File: config.mk
export PLATFORM = sky130hd
export DESIGN_NAME = udids_top
export DESIGN_NICKNAME = d
export VERILOG_FILES = /design/src/rtl/udids_pkg.sv /design/src/rtl/udids_pseudo_frame_tick_tick.sv /design/src/rtl/udids_top.sv
export VERILOG_INCLUDE_DIRS = /design/src /design/src/rtl
export SDC_FILE = /design/constraint.sdc
export NUM_CORES = 1
export LEC_CHECK = 0
export ABC_AREA = 1
export BUFFER_PORTS_ARGS = -buffer_cell sky130_fd_sc_hd__buf_2
export CORE_MARGIN = 2
export CORE_UTILIZATION = 40
export CTS_CLUSTER_DIAMETER = 40
export DETAILED_ROUTE_END_ITERATION = 8
export PLACE_DENSITY_LB_ADDON = 0.25
export SETUP_SLACK_MARGIN = 0.4
export SLEW_MARGIN = 10
export SYNTH_ARGS = -nofsm -noshare
export SYNTH_HDL_FRONTEND = slang
export SYNTH_SLANG_ARGS = --single-unit
export TNS_END_PERCENT = 30
File: constraint.sdc
create_clock -name aclk -period 1.6 [get_ports aclk]
set_clock_uncertainty 0.2 [all_clocks]
set_input_delay 0.08 -clock aclk [delete_from_list [all_inputs] [get_ports aclk]]
set_output_delay 0.08 -clock aclk [all_outputs]
set_load 0.02 [all_outputs]
File: src/rtl/udids_regs.svh
// Purpose: register map, field positions and timing constants of the irq/dma select block
// Assumes: byte addresses on a 32-bit AXI4-Lite bus
// Notes: definitions only
`ifndef UDIDS_REGS_SVH
`define UDIDS_REGS_SVH
`define UDIDS_ADDR_MAIN_STATUS 8'h18
`define UDIDS_ADDR_DMA_REASON 8'h50
`define UDIDS_ADDR_DMA_ENABLE 8'h54
`define UDIDS_ADDR_DMA_EP_SEL 8'h58
`define UDIDS_MAIN_MASK 32'h03ff_fd7f
`define UDIDS_DMA_MASK 16'h1ffe
`define UDIDS_EPSEL_MASK 8'h0f
`define UDIDS_BIT_BUS_RESET 0
`define UDIDS_BIT_SOF 1
`define UDIDS_BIT_PSEUDO_FRAME_TICK 2
`define UDIDS_BIT_SUSPEND 3
`define UDIDS_BIT_RESUME 4
`define UDIDS_BIT_HS_CHANGE 5
`define UDIDS_BIT_DMA 6
`define UDIDS_BIT_SETUP 8
`define UDIDS_BIT_EP_LO 10
`define UDIDS_BIT_DIR 0
`define UDIDS_EP_LSB 1
`define UDIDS_EP_MSB 3
`define UDIDS_FS_PERIOD_NS 1000000
`define UDIDS_HS_PERIOD_NS 125000
`define UDIDS_CLK_PERIOD_NS 10
`define UDIDS_RESP_OKAY 2'b00
`define UDIDS_RESP_SLVERR 2'b10
`endif

File: src/rtl/udids_pkg.sv
// Purpose: shared types of the irq/dma select block
// Assumes: nothing beyond the register header
// Notes: constants live in udids_regs.svh
`default_nettype none
package udids_pkg;
    typedef logic [31:0] udids_word_type;
    typedef logic [2:0] udids_ep_type;
    typedef enum logic [1:0] {
        UDIDS_RD_IDLE = 2'b00,
        UDIDS_RD_RESP = 2'b01
    } udids_rd_state_type;
endpackage : udids_pkg
`default_nettype wire

File: src/rtl/udids_pseudo_frame_tick_tick.sv
// Purpose: pseudo frame tick generator re-aligned to every frame start
// Assumes: sof pulse is one cycle, high_speed is a level
// Notes: parameters shorten the periods for simulation
`default_nettype none
`include "udids_regs.svh"
module udids_pseudo_frame_tick_tick #(
    parameter int FS_CYCLES = `UDIDS_FS_PERIOD_NS / `UDIDS_CLK_PERIOD_NS,
    parameter int HS_CYCLES = `UDIDS_HS_PERIOD_NS / `UDIDS_CLK_PERIOD_NS
) (
    input wire logic aclk,
    input wire logic aresetn,
    input wire logic sof_seen,
    input wire logic high_speed,
    output logic tick
);
    logic [16:0] count;
    logic [16:0] period;
    assign period = high_speed ? 17'(HS_CYCLES - 1) : 17'(FS_CYCLES - 1);
    ////////////////////////////////////////////////////////////////
    // tick synced to sof
    // a real sof restarts the count, so the tick follows bus timing
    always_ff @(posedge aclk) begin
        if (!aresetn || sof_seen) begin
            count <= 17'h0;
            tick <= 1'b0;
        end else if (count >= period) begin
            count <= 17'h0;
            tick <= 1'b1;
        end else begin
            count <= count + 17'h1;
            tick <= 1'b0;
        end
    end
endmodule : udids_pseudo_frame_tick_tick
`default_nettype wire

File: src/rtl/udids_top.sv
// Purpose: main interrupt status, dma reason/enable and dma endpoint select behind AXI4-Lite
// Assumes: event inputs are one-cycle pulses synchronous to aclk
// Notes: the dma engine, endpoint fifos and task file logic live elsewhere
//
// Contract
// - an enabled dma reason bit raises the dma summary event
// - dma enable bits clear on power reset and bus reset
// - dma enable is 16 bits, bits 12..1 usable, others reserved
// - dma endpoint field bits 3..1 picks the dma endpoint fifo
// - direction zero connects rx/out fifo for dma reads
// - direction one connects tx/in fifo for dma writes
// - main interrupt status is a 32-bit register at its own address
// - status bits set on their event and hold until cleared
// - interrupt output high while any status bit set
// - endpoint tx/rx pairs in bits 25..10, tx at odd bit
// - bus state bits at 0..6 and 8; 7, 9, 31..26 reserved
// - dma reports through one summary bit; cause in reason register
// - write one clears a status bit, zero leaves it
// - reason bits update after dma command, write one clears
// - pseudo frame tick synced to sof, 1 ms fs, 125 us hs
//
// Our own choice: the AXI4-Lite slave port.
`default_nettype none
`include "udids_regs.svh"
module udids_top (
    input wire logic aclk,
    input wire logic aresetn,
    input wire logic [7:0] s_axi_awaddr,
    input wire logic s_axi_awvalid,
    output logic s_axi_awready,
    input wire logic [31:0] s_axi_wdata,
    input wire logic [3:0] s_axi_wstrb,
    input wire logic s_axi_wvalid,
    output logic s_axi_wready,
    output logic [1:0] s_axi_bresp,
    output logic s_axi_bvalid,
    input wire logic s_axi_bready,
    input wire logic [7:0] s_axi_araddr,
    input wire logic s_axi_arvalid,
    output logic s_axi_arready,
    output udids_pkg::udids_word_type s_axi_rdata,
    output logic [1:0] s_axi_rresp,
    output logic s_axi_rvalid,
    input wire logic s_axi_rready,
    input wire logic usb_bus_reset_seen,
    input wire logic sof_seen,
    input wire logic suspend_entered,
    input wire logic resume_seen,
    input wire logic high_speed_change,
    input wire logic high_speed,
    input wire logic ctrl_setup_received,
    input wire logic [7:0] ep_tx_buffer_event,
    input wire logic [7:0] ep_rx_buffer_event,
    input wire logic dma_cmd_done,
    input wire logic [15:0] dma_reason_event,
    output logic irq,
    output udids_pkg::udids_ep_type dma_ep_number,
    output logic dma_direction,
    output logic dma_rx_fifo_sel,
    output logic dma_tx_fifo_sel
);
    import udids_pkg::*;

    logic [31:0] main_interrupt_status;
    logic [15:0] dma_interrupt_reason;
    logic [15:0] dma_interrupt_enable;
    logic [7:0] dma_endpoint_select;
    logic [31:0] next_main_set;
    logic pseudo_frame_tick;
    logic [7:0] aw_addr;
    logic aw_held;
    logic [31:0] w_data;
    logic [3:0] w_strb;
    logic w_held;
    logic do_write;
    logic [31:0] wr_mask;
    logic [31:0] strb_bits;
    logic dma_summary;
    logic dma_summary_q;
    logic soft_clear_ok;
    udids_rd_state_type rd_state;

    // byte enables widened to a bit mask
    function automatic logic [31:0] strb_mask(input logic [3:0] strb);
        strb_mask = {{8{strb[3]}}, {8{strb[2]}}, {8{strb[1]}}, {8{strb[0]}}};
    endfunction : strb_mask

    // write-one-to-clear with set winning over a clear in the same cycle
    function automatic logic [31:0] w1c(input logic [31:0] cur, input logic [31:0] set,
                                        input logic [31:0] clr);
        w1c = (cur & ~clr) | set;
    endfunction : w1c

    ////////////////////////////////////////////////////////////////
    // pseudo frame tick
    udids_pseudo_frame_tick_tick u_pseudo_frame_tick (
        .aclk(aclk),
        .aresetn(aresetn),
        .sof_seen(sof_seen),
        .high_speed(high_speed),
        .tick(pseudo_frame_tick)
    );

    ////////////////////////////////////////////////////////////////
    // write channel capture; address and data may come in either order
    assign s_axi_awready = !aw_held;
    assign s_axi_wready = !w_held;
    assign do_write = aw_held && w_held && !s_axi_bvalid;
    assign strb_bits = strb_mask(w_strb);
    assign wr_mask = do_write ? (w_data & strb_bits) : 32'h0;
    assign soft_clear_ok = do_write;

    always_ff @(posedge aclk) begin
        if (!aresetn) begin
            aw_held <= 1'b0;
            aw_addr <= 8'h00;
        end else if (s_axi_awvalid && s_axi_awready) begin
            aw_held <= 1'b1;
            aw_addr <= s_axi_awaddr;
        end else if (do_write) begin
            aw_held <= 1'b0;
        end
    end

    always_ff @(posedge aclk) begin
        if (!aresetn) begin
            w_held <= 1'b0;
            w_data <= 32'h0;
            w_strb <= 4'h0;
        end else if (s_axi_wvalid && s_axi_wready) begin
            w_held <= 1'b1;
            w_data <= s_axi_wdata;
            w_strb <= s_axi_wstrb;
        end else if (do_write) begin
            w_held <= 1'b0;
        end
    end

    // write response one cycle after both halves are in
    always_ff @(posedge aclk) begin
        if (!aresetn) begin
            s_axi_bvalid <= 1'b0;
            s_axi_bresp <= `UDIDS_RESP_OKAY;
        end else if (do_write) begin
            s_axi_bvalid <= 1'b1;
            unique case (aw_addr)
                `UDIDS_ADDR_MAIN_STATUS, `UDIDS_ADDR_DMA_REASON,
                `UDIDS_ADDR_DMA_ENABLE, `UDIDS_ADDR_DMA_EP_SEL: begin
                    s_axi_bresp <= `UDIDS_RESP_OKAY;
                end
                default: begin
                    s_axi_bresp <= `UDIDS_RESP_SLVERR;
                end
            endcase
        end else if (s_axi_bready) begin
            s_axi_bvalid <= 1'b0;
        end
    end

    ////////////////////////////////////////////////////////////////
    // reason update and clear
    always_ff @(posedge aclk) begin
        if (!aresetn || usb_bus_reset_seen) begin
            dma_interrupt_reason <= 16'h0;
        end else begin
            dma_interrupt_reason <= 16'(w1c({16'h0, dma_interrupt_reason},
                {16'h0, (dma_cmd_done ? dma_reason_event : 16'h0) & `UDIDS_DMA_MASK},
                (soft_clear_ok && aw_addr == `UDIDS_ADDR_DMA_REASON) ? wr_mask : 32'h0));
        end
    end

    ////////////////////////////////////////////////////////////////
    // enable cleared on both resets
    always_ff @(posedge aclk) begin
        if (!aresetn || usb_bus_reset_seen) begin
            dma_interrupt_enable <= 16'h0;
        end else if (do_write && aw_addr == `UDIDS_ADDR_DMA_ENABLE) begin
            dma_interrupt_enable <= (dma_interrupt_enable & ~strb_bits[15:0])
                | (w_data[15:0] & strb_bits[15:0] & `UDIDS_DMA_MASK);
        end
    end

    always_ff @(posedge aclk) begin
        if (!aresetn || usb_bus_reset_seen) begin
            dma_endpoint_select <= 8'h0;
        end else if (do_write && aw_addr == `UDIDS_ADDR_DMA_EP_SEL && w_strb[0]) begin
            dma_endpoint_select <= w_data[7:0] & `UDIDS_EPSEL_MASK;
        end
    end

    assign dma_ep_number = dma_endpoint_select[`UDIDS_EP_MSB:`UDIDS_EP_LSB];
    assign dma_direction = dma_endpoint_select[`UDIDS_BIT_DIR];
    assign dma_rx_fifo_sel = !dma_endpoint_select[`UDIDS_BIT_DIR];
    assign dma_tx_fifo_sel = dma_endpoint_select[`UDIDS_BIT_DIR];

    ////////////////////////////////////////////////////////////////
    // enabled reasons form the summary
    // edge of summary sets the single dma bit
    assign dma_summary = |(dma_interrupt_reason & dma_interrupt_enable);

    always_ff @(posedge aclk) begin
        if (!aresetn || usb_bus_reset_seen) begin
            dma_summary_q <= 1'b0;
        end else begin
            dma_summary_q <= dma_summary;
        end
    end

    always_comb begin
        next_main_set = 32'h0;
        next_main_set[`UDIDS_BIT_BUS_RESET] = usb_bus_reset_seen;
        next_main_set[`UDIDS_BIT_SOF] = sof_seen;
        next_main_set[`UDIDS_BIT_PSEUDO_FRAME_TICK] = pseudo_frame_tick;
        next_main_set[`UDIDS_BIT_SUSPEND] = suspend_entered;
        next_main_set[`UDIDS_BIT_RESUME] = resume_seen;
        next_main_set[`UDIDS_BIT_HS_CHANGE] = high_speed_change;
        next_main_set[`UDIDS_BIT_DMA] = dma_summary && !dma_summary_q;
        next_main_set[`UDIDS_BIT_SETUP] = ctrl_setup_received;
        for (int i = 0; i < 8; i++) begin
            next_main_set[`UDIDS_BIT_EP_LO + 2 * i] = ep_rx_buffer_event[i];
            next_main_set[`UDIDS_BIT_EP_LO + 2 * i + 1] = ep_tx_buffer_event[i];
        end
    end

    // bus reset clears all but keeps event bits of the same cycle, its own included
    always_ff @(posedge aclk) begin
        if (!aresetn) begin
            main_interrupt_status <= 32'h0;
        end else if (usb_bus_reset_seen) begin
            main_interrupt_status <= next_main_set & `UDIDS_MAIN_MASK;
        end else begin
            main_interrupt_status <= w1c(main_interrupt_status,
                next_main_set & `UDIDS_MAIN_MASK,
                (aw_addr == `UDIDS_ADDR_MAIN_STATUS) ? wr_mask : 32'h0);
        end
    end

    assign irq = |main_interrupt_status;

    ////////////////////////////////////////////////////////////////
    // read channel; map with reserved bits zero
    assign s_axi_arready = (rd_state == UDIDS_RD_IDLE);

    always_ff @(posedge aclk) begin
        if (!aresetn) begin
            rd_state <= UDIDS_RD_IDLE;
            s_axi_rdata <= 32'h0;
            s_axi_rresp <= `UDIDS_RESP_OKAY;
        end else begin
            unique case (rd_state)
                UDIDS_RD_IDLE: begin
                    if (s_axi_arvalid) begin
                        rd_state <= UDIDS_RD_RESP;
                        s_axi_rresp <= `UDIDS_RESP_OKAY;
                        unique case (s_axi_araddr)
                            `UDIDS_ADDR_MAIN_STATUS: s_axi_rdata <= main_interrupt_status;
                            `UDIDS_ADDR_DMA_REASON: s_axi_rdata <= {16'h0, dma_interrupt_reason};
                            `UDIDS_ADDR_DMA_ENABLE: s_axi_rdata <= {16'h0, dma_interrupt_enable};
                            `UDIDS_ADDR_DMA_EP_SEL: s_axi_rdata <= {24'h0, dma_endpoint_select};
                            default: begin
                                s_axi_rdata <= 32'h0;
                                s_axi_rresp <= `UDIDS_RESP_SLVERR;
                            end
                        endcase
                    end
                end
                UDIDS_RD_RESP: begin
                    if (s_axi_rready) begin
                        rd_state <= UDIDS_RD_IDLE;
                    end
                end
                default: begin
                    rd_state <= UDIDS_RD_IDLE;
                end
            endcase
        end
    end
    assign s_axi_rvalid = (rd_state == UDIDS_RD_RESP);
endmodule : udids_top
`default_nettype wire

==> reports/qor.yml <==
power:
  seqPwrFrac_pct: 44.5
  leakage_nw: 5.35
  power.switching_w: 0.00278
  total_power_w: 0.0103
  clkPwrFrac_pct: 40.7
  powerDensity_mw_per_mm2: 813
  p_sw_share_pct: 27.1
  internal_power_w: 0.00749
  combPwrFrac_pct: 14.7
  vdd_drop_max_mv: 0.869
critical_path:
  crit_path_max_fanout: 2
  cp_data_arrival_time_ns: 1.74
  critical_path_class: "reg -> out"
  cp-end-kind: "output pin"
  r2r_setup_slack_ns: -0.18
  startpoint_type: "flop"
  required_ns: 1.32
synthesis:
  yosysTopAreaCell: "dfxtp_1"
  netlist_instances: 995
  yosysWarnings: 0
  synthTopCellsByArea: "dfxtp_1, nand2_1, a21oi_1"
  syn_area_per_cell_um2: 7.33
  syn_area_mm2: 0.00729
  post_synth_num_cell_types: 37
  yosysTopAreaCellShare_pct: 46.4
  synth_seq_cells: 169
  ys_seq_area_share_pct: 46.4
cts:
  cts-root-buf: "clkbuf_16"
  clk_pin_slew_worst_paths_ns: 0.07
  clockBufferDepth: 2
  cts_tree: "yes"
  cts_sinks: 169
  cts_buffers: 17
  cts_htree_levels: 4
  worst_skew_pair.late_latency_ns: 0.43
layout:
  final_cell_mix: "nand2_1, dfxtp_1, buf_2"
  fin_util_pct: 70.6
  mostFrequentLayoutCell: "nand2_1"
  layout.cells.non_filler: 1574
  final_layout_size_suffix_gt1_share_pct: 47.7
  final_nets: 1440
  syn_to_final_growth_pct: 73.3
  fillCellCount: 1329
  seq_area_mm2: 0.00348
  multiInputGateArea_mm2: 0.00475
timing:
  holdWs_ns: -0.0396
  hold_viol: 22
  fin_crit_sh_pct: 126
  rsz0062_at_grt: "true"
  tns_ns: -4.97
  fin_ws_ns: -0.420
  finalSetupViolCount: 60
  finalCriticalPeriod_ns: 2.02
  fmax_mhz: 495
  slew_viol_final: 0
floorplanning:
  die_area_mm2: 0.0193
  start_util_pct: 40.7
  coreArea_mm2: 0.0179
  dieHeight_um: 139
  die_x_um: 139
  io_pins: 147
  rows: 49
routing:
  dr.pass1.iters: 5
  ant_nets: 0
  drc: 0
  vias_per_cell: 5.21
  drt_iter0_drc: 488
  wire_per_inst_um: 16.6
  vias: 8204
  routed_wirelength_um: 26200
place:
  io_buffers: 140
  gp_congestion: 0.850
  post-dp-hpwl_um: 14900
  dpl.cell_count: 1417
hold_path:
  min_path_type: "in -> reg"
global_routing:
  grt_pass1_wl_um: 39200
  grt-ovfl-total: 0
  gr-usage-all-layers_pct: 25.0
  grt_pass1_vias: 7877
  antenna_found_initial: 1
  grt_max_degree: 88
status:
  violations: "negative hold slack, negative setup slack"
  status: "finished, violations left"
flow_run:
  maxCapViolCount: 0
through the flow:
stage | setup slack, ns | hold WS (ns) | instance area [um2]
after floorplan | -0.0139 | -0.0137 | 7460
after global placement | -0.101 | 0.0720 | 9040
after detailed placement | -0.206 | 0.0768 | 9040
after CTS | -0.388 | -0.0333 | 11800
after global routing | -0.439 | 0.00401 | 12600
final | -0.420 | -0.0396 | 12600
cells by family after synthesis:
logic type | count (synthesis) | share of synthesized area [%]
DFF | 169 | 46.4
AOI/OAI and AO/OA | 187 | 13.4
other | 1 | 0.0514
and+or+nand+nor | 501 | 30.3
xor gates and xnor gates | 13 | 1.56
adders and majority gates | 10 | 1.72
buffers and inverters | 114 | 6.64
layer usage:
metal	up-vias	routed length (um)	global-route usage (%)
met3	64	1200	4.21
met2	306	13300	43.6
met1	3874	10800	30.4
li1	3960	-	-
met4	0	833	10.8
met5	-	0	0
path summary, 6_finish.rpt:
check | start | end | depth (start not counted)
setup / recovery | main_interrupt_status[5] | irq | 5
hold / removal | aresetn | w_data[7] | 4
setup reg to reg | aw_addr[5] | main_interrupt_status[6] | 8
hold reg to reg | u_pseudo_frame_tick.tick | main_interrupt_status[2] | 2
timing repair:
item / 4_1_cts / 5_1_grt
gates cloned: 5 / 3
setup buffers: 13 / 14
endpoints found under the setup margin: 202 / 205
pin swaps: 139 / 108
gates resized for setup: 372 / 179
hold buffers: 87 / 2
endpoints found under the hold margin: 133 / 1
state kept, by name, summed over array words and instances (netlist names), 4 cells and up, named ones only:
name	cells
aw_addr	8
dma_endpoint_select	4
dma_interrupt_enable	4
dma_interrupt_reason	16
main_interrupt_status	32
s_axi_rdata	32
u_pseudo_frame_tick.count	17
w_data	32
w_strb	4
power groups by stage:
stage / clock [W] / combinational [W] / sequential [W]
after global placement: 0 / 0.000918 / 0.00460
after global routing: 0.00440 / 0.00162 / 0.00459
after floorplan: 0 / 0.000473 / 0.00462
after CTS: 0.00423 / 0.00133 / 0.00455
after detailed placement: 0 / 0.000930 / 0.00460
final: 0.00419 / 0.00151 / 0.00457
worst max-delay path: stages, from the launching register on:
cell and delay [ns]:
dfxtp_1 0.32, nor4_2 0.30, buf_4 0.16, nand4_1 0.13
or2_4 0.26, buf_6 0.13
cells in the mapped netlist, drive strengths merged:
library cell and count:
a21boi 1, a21o 1, a21oi 91, and3 2, buf 21, clkbuf 27, clkinv 1, conb 1
dfxtp 169, ha 10, inv 65, nand2 244, nand3 87, nand3b 1, nand4 13, nor2 128
nor3 15, nor3b 1, nor4 8, o211ai 12, o21a 2, o21ai 80, or2 2, xnor2 2
xor2 11
final cells by class:
cell class / count / area share (%)
antenna: 1 / 0.0198
clock buffer: 20 / 3.53
clock inverter: 12 / 1.10
inverter: 66 / 2.17
multi-input combinational: 714 / 37.6
sequential: 169 / 27.6
tap: 229 / 2.27
timing repair buffer: 363 / 25.7
No activity file was read; power rests on OpenSTA's default activity.
